==> src/logic/tau_pkg.sv <==
// Function
// RULE1: two operation clocks, codes in bits 3..0 and 7..4, clock divided by 2**code
// RULE2: software writes zeros to bits 15..8 of the select register
// RULE3: select register resets to zero and is readable and writable
// RULE4: unit 0 select at index F01B6, unit 1 select at index F01DE
// RULE5: software stops all channels before changing the system clock choice
// RULE6: software stops the unit when a clock change touches a channel count clock
// RULE7: slave output mode, polarity write while running waits for next output event
// RULE8: set drives output inactive to active, reset drives it back to inactive
// RULE9: each operation clock is a one-cycle enable from a free-running counter
`default_nettype none
package tau_pkg;
   localparam int CODE_W = 4;
   localparam int PRE_W  = 15;
   localparam int CH_NUM = 8;

   // register indices; byte address is four times the index
   localparam logic [19:0] UNIT0_SELECT_IDX = 20'hF01B6;
   localparam logic [19:0] UNIT1_SELECT_IDX = 20'hF01DE;
   localparam logic [19:0] OUT_CTRL_IDX     = 20'hF01B8;
   localparam logic [19:0] OUT_STATUS_IDX   = 20'hF01BA;
   localparam logic [31:0] UNIT0_SELECT_ADDR = {10'h000, UNIT0_SELECT_IDX, 2'b00};
   localparam logic [31:0] UNIT1_SELECT_ADDR = {10'h000, UNIT1_SELECT_IDX, 2'b00};
   localparam logic [31:0] OUT_CTRL_ADDR     = {10'h000, OUT_CTRL_IDX, 2'b00};
   localparam logic [31:0] OUT_STATUS_ADDR   = {10'h000, OUT_STATUS_IDX, 2'b00};

   // field positions
   localparam int CLK0_LSB     = 0;
   localparam int CLK1_LSB     = 4;
   localparam int POL_LSB      = 0;
   localparam int MODE_LSB     = 8;
   localparam int RUN_LSB      = 0;
   localparam int PIN_LSB      = 8;

   // reset values
   localparam logic [7:0] SELECT_RST = 8'h00;
   localparam logic [7:0] POL_RST    = 8'h00;
   localparam logic [7:0] MODE_RST   = 8'h00;

   // bus encodings
   localparam logic [1:0] HTRANS_NONSEQ = 2'h2;
   localparam logic       HRESP_OKAY    = 1'b0;

   typedef struct packed {
      logic [CODE_W-1:0] clk1_code;  // second operation clock code
      logic [CODE_W-1:0] clk0_code;  // first operation clock code
   } divide_code_field_s;

   typedef struct packed {
      logic clk1;                    // enable of second operation clock
      logic clk0;                    // enable of first operation clock
   } unit_operation_clock_s;

   // true when the low code bits of the counter are all ones
   function automatic logic pulse_due(input logic [PRE_W-1:0]  cnt,
                                      input logic [CODE_W-1:0] code);
      logic [PRE_W-1:0] mask;
      mask = PRE_W'((16'h0001 << code) - 16'h0001);
      return (cnt & mask) == mask;
   endfunction : pulse_due
endpackage : tau_pkg
`default_nettype wire

==> src/logic/prescale_unit.sv <==
`timescale 1ns/1ps
`default_nettype none
module prescale_unit
   import tau_pkg::*;
(
   input  wire logic                  core_clk, // system clock
   input  wire logic                  rstn,     // sync reset, active low
   input  wire divide_code_field_s    codes,    // divide codes of this unit
   output var unit_operation_clock_s  op_en     // one-cycle enable pulses
);
   logic [PRE_W-1:0] count;

   // free-running divider; never reset by code writes so both clocks
   // stay phase aligned with each other
   always_ff @(posedge core_clk) begin
      if (!rstn) begin
         count <= '0;
      end else begin
         count <= count + 1'b1;
      end
   end

   // enables are registered so channel logic sees glitch-free strobes
   always_ff @(posedge core_clk) begin
      if (!rstn) begin
         op_en <= '0;
      end else begin
         // RULE1 divide by power of two
         // RULE9 enable from counter
         op_en.clk0 <= pulse_due(count, codes.clk0_code);
         op_en.clk1 <= pulse_due(count, codes.clk1_code);
      end
   end
endmodule : prescale_unit
`default_nettype wire

==> src/logic/timer_prescaler_top.sv <==
// Our own choice: the AHB-Lite interface to the registers.
`timescale 1ns/1ps
`default_nettype none
module timer_prescaler_top
   import tau_pkg::*;
(
   input  wire logic              core_clk,             // 25 MHz clock
   input  wire logic              rstn,                 // sync reset, low
   input  wire logic              hsel,                 // slave select
   input  wire logic [31:0]       haddr,                // byte address
   input  wire logic [1:0]        htrans,               // transfer type
   input  wire logic              hwrite,               // write when high
   input  wire logic [2:0]        hsize,                // transfer size
   input  wire logic [31:0]       hwdata,               // write data
   input  wire logic              hready,               // bus ready
   output logic                   hreadyout,            // always ready
   output logic [31:0]            hrdata,               // read data
   output logic                   hresp,                // always okay
   output var unit_operation_clock_s unit0_op_clk,      // unit 0 enables
   output var unit_operation_clock_s unit1_op_clk,      // unit 1 enables
   input  wire logic [CH_NUM-1:0] channel_running_flag, // channel runs
   input  wire logic [CH_NUM-1:0] set_event,            // go active
   input  wire logic [CH_NUM-1:0] reset_event,          // go inactive
   output logic [CH_NUM-1:0]      timer_output_pin      // channel outputs
);
   divide_code_field_s       select0;
   divide_code_field_s       select1;
   logic [CH_NUM-1:0]        polarity;
   logic [CH_NUM-1:0]        slave_output_mode_bit;
   logic [CH_NUM-1:0]        out_active;
   logic [CH_NUM-1:0]        eff_pol;
   logic [CH_NUM-1:0]        next_active;
   logic [CH_NUM-1:0]        next_pol;
   logic                     wr_pend;
   logic [31:0]              wr_addr;
   logic                     addr_take;

   // zero wait states: every transfer finishes in its first data cycle
   assign hreadyout = 1'b1;
   assign hresp     = HRESP_OKAY;
   assign addr_take = hsel && (htrans == HTRANS_NONSEQ) && hready;

   // read mux shared by the address-phase capture
   function automatic logic [31:0] read_word(input logic [31:0] a);
      logic [31:0] w;
      w = 32'h0000_0000;
      case (a)
         // RULE2 upper byte reads zero
         UNIT0_SELECT_ADDR: w = {24'h00_0000, select0};
         UNIT1_SELECT_ADDR: w = {24'h00_0000, select1};
         OUT_CTRL_ADDR:     w = {16'h0000, slave_output_mode_bit, polarity};
         OUT_STATUS_ADDR:   w = {16'h0000, timer_output_pin,
                                 channel_running_flag};
         default:           w = 32'h0000_0000;
      endcase
      return w;
   endfunction : read_word

   // address phase capture; the write itself lands in the data phase
   always_ff @(posedge core_clk) begin
      if (!rstn) begin
         wr_pend <= 1'b0;
         wr_addr <= 32'h0000_0000;
      end else if (hready) begin
         wr_pend <= addr_take && hwrite;
         wr_addr <= haddr;
      end
   end

   // read data is sampled at the address phase, so it stands a full cycle
   always_ff @(posedge core_clk) begin
      if (!rstn) begin
         hrdata <= 32'h0000_0000;
      end else if (addr_take && !hwrite) begin
         // RULE4 register placement
         hrdata <= read_word(haddr);
      end else if (hready) begin
         hrdata <= 32'h0000_0000;
      end
   end

   // select registers; the upper byte is not stored, software keeps it zero
   always_ff @(posedge core_clk) begin
      if (!rstn) begin
         // RULE3 select reset zero
         select0 <= SELECT_RST;
         select1 <= SELECT_RST;
      end else if (wr_pend) begin
         // RULE4 select write decode
         if (wr_addr == UNIT0_SELECT_ADDR) begin
            select0 <= hwdata[CLK1_LSB+CODE_W-1:CLK0_LSB];
         end
         if (wr_addr == UNIT1_SELECT_ADDR) begin
            select1 <= hwdata[CLK1_LSB+CODE_W-1:CLK0_LSB];
         end
      end
   end

   // output control register: polarity and slave output mode
   always_ff @(posedge core_clk) begin
      if (!rstn) begin
         polarity              <= POL_RST;
         slave_output_mode_bit <= MODE_RST;
      end else if (wr_pend && wr_addr == OUT_CTRL_ADDR) begin
         polarity              <= hwdata[POL_LSB+CH_NUM-1:POL_LSB];
         slave_output_mode_bit <= hwdata[MODE_LSB+CH_NUM-1:MODE_LSB];
      end
   end

   prescale_unit unit0 (
      .core_clk (core_clk),
      .rstn     (rstn),
      .codes    (select0),
      .op_en    (unit0_op_clk)
   );

   prescale_unit unit1 (
      .core_clk (core_clk),
      .rstn     (rstn),
      .codes    (select1),
      .op_en    (unit1_op_clk)
   );

   // next output state; a set in the same cycle as a reset wins
   always_comb begin
      next_active = out_active;
      next_pol    = eff_pol;
      for (int i = 0; i < CH_NUM; i++) begin
         // RULE8 set and reset events
         if (set_event[i]) begin
            next_active[i] = 1'b1;
         end else if (reset_event[i]) begin
            next_active[i] = 1'b0;
         end
         // RULE7 polarity deferred in slave mode
         if (!slave_output_mode_bit[i] || !channel_running_flag[i] ||
             set_event[i] || reset_event[i]) begin
            next_pol[i] = polarity[i];
         end
      end
   end

   // pin level is active state xor polarity; polarity one means active low
   always_ff @(posedge core_clk) begin
      if (!rstn) begin
         out_active       <= '0;
         eff_pol          <= POL_RST;
         timer_output_pin <= '0;
      end else begin
         out_active       <= next_active;
         eff_pol          <= next_pol;
         timer_output_pin <= next_active ^ next_pol;
      end
   end
endmodule : timer_prescaler_top
`default_nettype wire
==> config.mk <==
export PLATFORM = sky130hd
export DESIGN_NAME = timer_prescaler_top
export DESIGN_NICKNAME = d
export VERILOG_FILES = /design/src/logic/tau_pkg.sv /design/src/logic/prescale_unit.sv /design/src/logic/timer_prescaler_top.sv
export SDC_FILE = /design/constraint.sdc
export NUM_CORES = 1
export LEC_CHECK = 0
export BUFFER_PORTS_ARGS = -buffer_cell sky130_fd_sc_hd__buf_2
export CAP_MARGIN = 0
export CORE_UTILIZATION = 55
export DETAILED_ROUTE_END_ITERATION = 6
export PLACE_DENSITY_LB_ADDON = 0.3
export RECOVER_POWER = 100
export SETUP_SLACK_MARGIN = 0.2
export SYNTH_ARGS = -nofsm -noshare
export SYNTH_HDL_FRONTEND = slang
export SYNTH_SLANG_ARGS = --single-unit
==> constraint.sdc <==
create_clock -name core_clk -period 3.5 [get_ports core_clk]
set_input_delay 0.7 -clock core_clk [delete_from_list [all_inputs] [get_ports core_clk]]
set_output_delay 0.7 -clock core_clk [all_outputs]
set_load 0.01 [all_outputs]
==> results of run 1 <==
## metal layers
metal | wire length [µm] | vias to the layer above
met5 | 0 | -
met4 | 301 | 0
met3 | 845 | 30
met2 | 7740 | 177
met1 | 7980 | 2846
li1 | - | 2983
## power by group through the flow
stage | Combinational (mW) | Clock, mW | Sequential [mW]
after floorplan | 0.162 | 0 | 1.69
after CTS | 0.243 | 1.87 | 1.66
after global placement | 0.236 | 0 | 1.69
after global routing | 0.262 | 1.94 | 1.66
final | 0.238 | 1.84 | 1.66
after detailed placement | 0.242 | 0 | 1.69
## final cells by class
cell class | instances | area, µm²
fill | 1092 | 4450
multi-input combinational | 590 | 4120
sequential | 139 | 2780
timing repair buffer | 114 | 544
clock buffer | 19 | 443
tap | 172 | 215
clock inverter | 13 | 165
inverter | 29 | 109
## sequential cells by signal, indices dropped and copies added (netlist names), 15 cells and up
register / cells
unit1.count: 15
unit0.count: 15
wr_addr: 32
hrdata: 16
## cell families (layout without fill, tap and decap cells)
kind of cell / after synthesis / count (layout) / share of synthesized area
AOI/OAI and AO/OA: 132 / 132 / 0.119
muxes: 90 / 90 / 0.123
adders and majority gates: 6 / 6 / 0.0102
DFF: 139 / 139 / 0.380
xor gates and xnor gates: 32 / 32 / 0.0382
and+or+nand+nor: 312 / 312 / 0.267
other: 2 / 18 / 0.00102
buffers and inverters: 101 / 175 / 0.0623
## worst max-delay path by stage
stage                     cells after the start  startpoint              to  slack [ps]
after CTS                                     7  select1[1]  unit1.op_en[0]         690
after global placement                        7  select1[1]  unit1.op_en[0]         710
after detailed placement                      7  select1[1]  unit1.op_en[0]         700
after global routing                          4        rstn  unit0.count[6]         340
final                                         4        rstn  unit0.count[6]         550
after floorplan                               9  select1[3]  unit1.op_en[0]         990
## worst min-delay path: cells and delay by family, from the launching register on
kind | cells | cell delay (ps)
flops | 1 | 330
compound gates | 1 | 60
simple gates | 1 | 50
## stage by stage
step | power (mW) | area (µm²) | worst slack, ps | hold slack [ps] | utilization
after floorplan | 1.85 | 7390 | 989 | 455 | -
after global placement | 1.93 | 7850 | 707 | 434 | 0.612
after detailed placement | 1.94 | 7850 | 703 | 449 | 0.612
after CTS | 3.77 | 8460 | 687 | 457 | 0.659
after global routing | 3.87 | 8370 | 336 | 495 | 0.653
final | 3.74 | 8370 | 552 | 472 | 0.653
## cell usage in the layout (no fill, tap or decap), drive strengths merged, types with 11 or more instances in the layout
cell type,count
inv,32
nor3,21
and2,38
nor2b,89
dfxtp,139
nand3,15
nor2,34
nand2,39
xnor2,14
mux2i,90
buf,82
conb,18
nor4,13
o21ai,38
a21oi,23
xor2,18
clkbuf,51
or3,11
==> flow_summary_export.csv, run 1 <==
group,metric,value,unit
outcome,outcome,"completed",
floorplan,ios,144,
timing,drv_slew,0,
timing,finalCriticalPeriod,2950,ps
power,p_seq_frac,0.444,
cts,cts.clk_slew.worst_paths,60,ps
grt,grtUsageMet2,0.393,
floorplan,initial_utilization,0.572,
yosys,ys_warn_count,0,
power,comb_power_share,0.064,
cts,cts_sinks,139,
grt,busiest_layer,"met2",
worst_setup_path,cp_max_fo,69,
cells_and_area,final_nets,995,
worst_setup_path,path_cells,"clkbuf_1 -> clkbuf_1 -> clkbuf_2 -> a21boi_0",
yosys,ys_top_cells_by_count,"139 x dfxtp_1, 90 x mux2i_1, 89 x nor2b_1, 44 x clkbuf_1, 39 x nand2_1",
yosys,ys_seq_area_frac,0.380,
power,intPower,2.88,mW
worst_setup_path,cp_top_family,"buffers and inverters",
min_path,hp-class,"reg2reg",
floorplan,core,12800,µm²
timing,final.setup_skew,7.40,ps
grt,grt_usage,0.252,
grt,use_met3,0.0547,
worst_setup_path,cp_slowest_cell,"clkbuf_1",
drt,drc_errors,0,
drt,drtPass1Iterations,5,
yosys,yosys.cell_count.top_type,"dfxtp_1",
floorplan,rows,41,
worst_setup_path,reg2reg_depth,7,
timing,relSlewSlack,0.0901,
min_path,hold_end,"hrdata[7]",
cells_and_area,syn_to_final_growth,14.2,%
drt,wl_per_cell,15.7,µm
yosys,avgSynthCellArea,9.01,µm²
timing,fmaxAchievable,339,MHz
cts,post-cts-setup-buffer-count,0,
yosys,yosys.area.top_type,"dfxtp_1",
yosys,synth_edf_count,0,
worst_setup_path,critPathKind,"in2reg",
worst_setup_path,worstPathArrival,3290,ps
cts,numCtsBuffers,17,
floorplan,die_h,117,µm
yosys,synthFlopType,"dfxtp_1",
timing,rsz0062_at_grt,"no",
timing,final.setup.tns,0,ps
cells_and_area,stdcell_count,1076,
drt,wl,16900,µm
cts,cts_tree,"built",
worst_setup_path,r2r-end,"unit1.op_en[0]",
drt,drtIter0Drc,479,
worst_setup_path,rr_startpoint,"select1[1]",
worst_setup_path,start_kind,"primary input",
power,swShare,0.230,
cells_and_area,diodes,0,
floorplan,die_w,117,µm
power,p_leak,3.08,nW
drt,dr_total_vias,6036,
worst_setup_path,cp.buffers_inverters,3,
yosys,netlist_instances,814,
yosys,synthArstFlopShare,0,
power,p_clk_frac,0.493,
place,place_hpwl,11700,µm
min_path,holdCritStartpoint,"hrdata[7]",
yosys,ys_types,67,
min_path,min_path_cells,2,
yosys,synth_area,7330,µm²
drt,antenna_left,0,
worst_setup_path,path_common_cell,"clkbuf_1",
floorplan,die_area,13800,µm²
worst_setup_path,endpoint_kind,"register",
cts,cts-root-buf,"clkbuf_16",
grt,use_met1,0.341,
timing,finalSetupViolations,0,
timing,hold_viol,0,
drt,viasPerCell,5.61,
grt,antenna_found_initial,0,
grt,grt_overflow_total,0,
yosys,synth-seq-cells,139,
timing,worst_pin_slew,1350,ps
cts,cts-htree-levels,4,
place,port_buffers,106,
worst_setup_path,worstPathRequired,3840,ps
yosys,yosysTopAreaCellShare,0.380,
cts,holdBufCountCts,0,
worst_setup_path,ff2ff_setup_slack,620,ps
worst_setup_path,max_stage_delay,930,ps
timing,timing.final.crit_share,0.842,
place,dpl.cell_count,1044,
yosys,synth_area_leaders,"dfxtp_1 38%, mux2i_1 12%, nor2b_1 7.6%",
power,power_density,447,nW/µm²
power,irDropWorstVdd,0.332,mV
cells_and_area,layout-drive-gt1-share,0.142,
cts,insertion_delay,420,ps
place,place_congestion,0.867,
cts,postCtsResizedCells,0,
cts,clockBufferDepth,2,
grt,grt_max_degree,70,
job,maxCapViolations,0,
grt,grt_pass1_vias,5699,
grt,grt_pass1_wl,28200,µm
power,power_switching,0.860,mW
No activity file was read; power rests on OpenSTA's default activity.
==> run 2: changes to the inputs <==
==> constraint.sdc (replaced) <==
create_clock -name core_clk -period 2.9 [get_ports core_clk]
set_input_delay 0.58 -clock core_clk [delete_from_list [all_inputs] [get_ports core_clk]]
set_output_delay 0.58 -clock core_clk [all_outputs]
set_load 0.01 [all_outputs]
==> run 2 against run 1 <==
Against the previous run: non-clock buffer count increased by 9; power is 16% higher; flip-flop and latch count did not move; die area stayed put; wire length is 1.7% lower; critical endpoint is now unit0.op_en[0].
==> flow_summary_export.csv, run 2 (synthesis results as in run 1) <==
group,metric,value,unit
place,place_congestion,0.840,
drt,dr_total_vias,5999,
cells_and_area,final_cell_mix,"139 x dfxtp_1, 90 x mux2i_1, 89 x nor2b_1, 76 x buf_2, 39 x nand2_1",
timing,rsz0062_at_grt,"no",
drt,drc_errors,0,
drt,drtIter0Drc,375,
cts,numCtsBuffers,17,
timing,final.setup_skew,7.51,ps
timing,fmaxAchievable,395,MHz
power,power.total,4.35,mW
grt,antenna_found_initial,1,
cells_and_area,layout-drive-gt1-share,0.151,
floorplan,core,12800,µm²
timing,drv_slew,0,
cts,cts_tree,"built",
cells_and_area,design_area,8410,µm²
timing,final.setup.tns,0,ps
cells_and_area,final_nets,1004,
drt,drtPass1Iterations,6,
cells_and_area,reg_top3,"wr_addr: 32 flops, hrdata: 16 flops",
worst_setup_path,start_kind,"register",
job,maxCapViolations,0,
worst_setup_path,endpoint_kind,"register",
place,placed_cell_area,7920,µm²
floorplan,die_area,13800,µm²
cts,cts.clk_slew.worst_paths,60,ps
drt,wl_per_cell,15.3,µm
cts,clockBufferDepth,2,
min_path,hp-class,"in2reg",
timing,finalSetupViolations,0,
timing,timing.hold.ws,412,ps
cells_and_area,syn_to_final_growth,14.8,%
worst_setup_path,cp_max_fo,12,
outcome,outcome,"completed",
cts,post-cts-setup-buffer-count,0,
drt,antenna_left,0,
floorplan,die_h,117,µm
grt,grt_usage,0.248,
power,power_density,517,nW/µm²
floorplan,rows,41,
cells_and_area,final_common_cell,"dfxtp_1",
grt,grt_overflow_total,0,
floorplan,initial_utilization,0.572,
timing,hold_viol,0,
place,port_buffers,106,
place,place_hpwl,11600,µm
floorplan,die_w,117,µm
timing,worst_pin_slew,1430,ps
power,p_leak,3.11,nW
grt,grt_max_degree,98,
cts,cts-root-buf,"clkbuf_16",
worst_setup_path,critPathKind,"reg2reg",
power,irDropWorstVdd,0.557,mV
timing,relSlewSlack,0.0478,
drt,wl,16600,µm
cts,cts-htree-levels,4,
grt,grt_pass1_wl,27800,µm
timing,finalCriticalPeriod,2530,ps
cts,insertion_delay,420,ps
drt,viasPerCell,5.53,
grt,grt_pass1_vias,5794,
worst_setup_path,worstPathArrival,2790,ps
cells_and_area,fillCellCount,1102,
cells_and_area,regMostFlops,"wr_addr",
cells_and_area,final_util,0.656,
worst_setup_path,worstPathRequired,3160,ps
cts,cts_sinks,139,
cells_and_area,largest_reg_flops,32,
timing,timing.final.crit_share,0.873,
floorplan,ios,144,
[run 2: layout make-up]
| cell class | instances | area, µm² | share of cell area |
|---|---|---|---|
| inverter | 29 | 109 | 0.0129 |
| timing repair buffer | 123 | 612 | 0.0727 |
| sequential | 139 | 2780 | 0.331 |
| antenna | 1 | 2.50 | 0.000297 |
| clock inverter | 10 | 92.6 | 0.0110 |
| multi-input combinational | 590 | 4130 | 0.491 |
| tap | 172 | 215 | 0.0256 |
| clock buffer | 20 | 467 | 0.0555 |
[run 2: per-layer routing]
metal  GRT usage  vias to the layer above  routed length, µm
met5           0                        -                  0
li1            -                     3006                  -
met2       0.393                      185               7560
met1       0.317                     2780               7850
met4      0.0946                        0                300
met3      0.0727                       28                879
[run 2: worst max-delay path: stages (launching register included)]
cell and delay [ps]:
dfxtp_1 590, inv_1 190, nand3_1 110, ha_1 190
clkbuf_1 400, nor3_1 80, a21oi_1 140, or4_1 120
o311ai_0 120, nor4_1 440
[run 2: repair_timing]
item	CTS	global route
endpoints found under the setup margin	0	1
hold buffers	0	0
gates resized for setup	0	1
[run 2: path summary, 6_finish.rpt]
| path | slack, ps | cells after the start | from | endpoint |
|---|---|---|---|---|
| min reg2reg | 460 | 2 | hrdata[7] | hrdata[7] |
| max | 370 | 9 | select0[3] | unit0.op_en[0] |
| min | 410 | 3 | hwdata[12] | slave_output_mode_bit[4] |
| max reg2reg | 370 | 9 | select0[3] | unit0.op_en[0] |
[run 2: power breakdown]
group	total, mW	leakage (nW)	internal (mW)	switching [mW]
sequential	2.00	1.13	1.96	0.0429
clock	2.06	0.278	1.24	0.818
combinational	0.291	1.70	0.140	0.151
total	4.35	3.11	3.34	1.01
[run 2: metrics by stage]
stage	setup slack, ps	instances
4_1_cts	440	1083
5_1_grt	176	1084
3_5_place_dp	473	1053
2_1_floorplan	389	830
6_report	369	1084
3_3_place_gp	430	1053
==> run 3: changes to the inputs <==
--- a/config.mk
+++ b/config.mk
@@ -5,10 +5,12 @@
 export SDC_FILE = /design/constraint.sdc
 export NUM_CORES = 1
 export LEC_CHECK = 0
+export ABC_CLOCK_PERIOD_IN_PS = 2900
 export BUFFER_PORTS_ARGS = -buffer_cell sky130_fd_sc_hd__buf_2
 export CAP_MARGIN = 0
-export CORE_UTILIZATION = 55
+export CORE_UTILIZATION = 50
 export DETAILED_ROUTE_END_ITERATION = 6
+export GPL_TIMING_DRIVEN = 0
 export PLACE_DENSITY_LB_ADDON = 0.3
 export RECOVER_POWER = 100
 export SETUP_SLACK_MARGIN = 0.2
==> run 3 against run 2 <==
Against the previous run: final cell count rose by 5.6%; worst hold slack improved by 9.1 ps; sequential power barely moved; design area rose by 3.1%; core utilization fell by 4.1 points; clock power rose by 3%; combinational power rose by 11%; via count rose by 5.4%; die area rose by 9.8%; register-to-register slack got worse by 160 ps; critical path type unchanged; largest cell class unchanged.
==> flow_summary_export.csv, run 3 (synthesis results as in run 1) <==
group,metric,value,unit
worst_setup_path,r2r-end,"unit1.op_en[0]",
floorplan,die_h,123,µm
cells_and_area,design_area,8680,µm²
worst_setup_path,critPathKind,"reg2reg",
floorplan,ios,144,
worst_setup_path,path_depth,9,
grt,grt_usage,0.251,
cts,numCtsBuffers,17,
drt,viasPerCell,5.52,
timing,relSlewSlack,0.0991,
floorplan,die_area,15100,µm²
timing,finalCriticalPeriod,2690,ps
cts,cts-root-buf,"clkbuf_16",
drt,drtIter0Drc,618,
cells_and_area,reg_top3,"wr_addr: 32 flops, hrdata: 16 flops",
worst_setup_path,worstPathArrival,3020,ps
timing,finalSetupViolations,0,
power,power_switching,1.05,mW
worst_setup_path,ff2ff_setup_slack,210,ps
cts,cts_sinks,139,
cells_and_area,diodes,0,
timing,timing.hold.ws,421,ps
floorplan,core,14100,µm²
cells_and_area,layout-drive-gt1-share,0.153,
drt,drc_errors,0,
cts,cts-htree-levels,4,
floorplan,initial_utilization,0.520,
worst_setup_path,cp_slowest_cell,"or4_1",
drt,wl,18400,µm
cells_and_area,largest_reg_flops,32,
cells_and_area,final_nets,1057,
cts,post-cts-setup-buffer-count,0,
worst_setup_path,endpoint_kind,"register",
grt,grt_overflow_total,0,
place,placed_cell_area,8140,µm²
timing,drv_slew,0,
grt,antenna_found_initial,0,
floorplan,die_w,123,µm
timing,final.setup_skew,8.31,ps
worst_setup_path,startpoint,"select1[1]",
worst_setup_path,cp_max_fo,10,
power,power_density,513,nW/µm²
power,irDropWorstVdd,0.418,mV
grt,grt_pass1_vias,5782,
cells_and_area,regMostFlops,"wr_addr",
drt,dr_total_vias,6325,
floorplan,rows,43,
place,port_buffers,104,
cells_and_area,syn_to_final_growth,18.3,%
power,swShare,0.235,
worst_setup_path,crit_end,"unit1.op_en[0]",
worst_setup_path,cp.buffers_inverters,2,
timing,final.setup.tns,0,ps
timing,hold_viol,0,
grt,grt_pass1_wl,29400,µm
grt,grt_max_degree,17,
place,place_congestion,0.887,
cells_and_area,final_cell_mix,"139 x dfxtp_1, 90 x mux2i_1, 89 x nor2b_1, 78 x buf_2, 73 x clkbuf_1",
outcome,outcome,"completed",
power,comb_power_share,0.073,
worst_setup_path,worstPathRequired,3230,ps
min_path,hp-class,"in2reg",
drt,drtPass1Iterations,6,
cts,cts_tree,"built",
worst_setup_path,path_cells,"clkbuf_2 -> or4_4 -> ha_1 -> clkbuf_1 -> and4b_1 -> a32oi_1 -> o2111ai_1 -> or4_1 -> nor4_2",
worst_setup_path,rr_startpoint,"select1[1]",
drt,wl_per_cell,16.1,µm
drt,antenna_left,0,
place,place_hpwl,13300,µm
timing,timing.final.crit_share,0.927,
cts,clockBufferDepth,2,
timing,setup_ws,212,ps
power,p_seq_frac,0.450,
power,p_clk_frac,0.478,
place,dpl.cell_count,1114,
worst_setup_path,start_kind,"register",
cells_and_area,stdcell_count,1145,
cts,holdBufCountCts,0,
place,dp_slack,-16.5,ps
timing,fmaxAchievable,372,MHz
cells_and_area,final_common_cell,"dfxtp_1",
power,power.total,4.45,mW
cts,insertion_delay,420,ps
cts,cts.clk_slew.worst_paths,60,ps
cells_and_area,final_util,0.615,
power,p_leak,3.20,nW
worst_setup_path,max_stage_delay,590,ps
timing,rsz0062_at_grt,"no",
worst_setup_path,cp_top_family,"simple AND/OR/NAND/NOR gates",
timing,worst_pin_slew,1340,ps
power,intPower,3.41,mW
job,maxCapViolations,0,
worst_setup_path,reg2reg_depth,9,
## run 3: cell types whose count changed in the layout (fill, tap and decap cells not counted), moves of 2 or more
cell and change:
and2_1 -12, clkbuf_1 +42, and2_0 +12, buf_2 +2
buf_1 +2, clkinv_2 -3, clkbuf_2 +3, buf_4 +6
## run 3: worst register-to-register path, delay by kind of cell, from the launching register on
kind	cells	cell delay, ps
and+or+nand+nor	4	1450
DFF	1	290
buffers and inverters	2	360
adders and majority gates	1	210
AOI/OAI and AO/OA	2	290
## run 3: final cells by class
class / instances / area [µm²]
inverters: 29 / 109
clock buffers: 22 / 454
plain buffers: 72 / 373
clock inverters: 9 / 115
well taps: 180 / 225
repair buffers: 104 / 484
fillers: 1240 / 5420
flip-flops and latches: 139 / 2780
multi-input cells: 590 / 4130
## run 3: metal layers
| metal | wire length [µm] | GRT usage | up-vias |
|---|---|---|---|
| met1 | 8620 | 0.347 | 2918 |
| met2 | 8200 | 0.386 | 257 |
| met3 | 1150 | 0.0517 | 35 |
| met4 | 428 | 0.0926 | 0 |
| met5 | 0 | 0 | - |
| li1 | - | - | 3115 |
## run 3: how the worst min path moves through the flow
stage | endpoint | from | depth (start not counted) | slack (ps)
final | slave_output_mode_bit[2] | hwdata[10] | 3 | 420
after floorplan | unit0.count[0] | unit0.count[0] | 1 | 460
after detailed placement | hrdata[0] | hrdata[0] | 2 | 440
after global placement | hrdata[5] | hrdata[5] | 2 | 440
after global routing | slave_output_mode_bit[5] | hwdata[13] | 3 | 430
after CTS | slave_output_mode_bit[7] | hwdata[15] | 3 | 410
## run 3: power groups by stage
stage	sequential, mW	clock (mW)	combinational [mW]
after floorplan	2.04	0	0.195
after global placement	2.04	0	0.322
after CTS	2.00	2.14	0.329
after detailed placement	2.04	0	0.327
final	2.00	2.13	0.323
after global routing	2.01	2.22	0.356
## run 3: timing repair
item,4_1_cts,5_1_grt
resized for setup,9,19
pin swaps,0,4
setup endpoints to repair,1,3
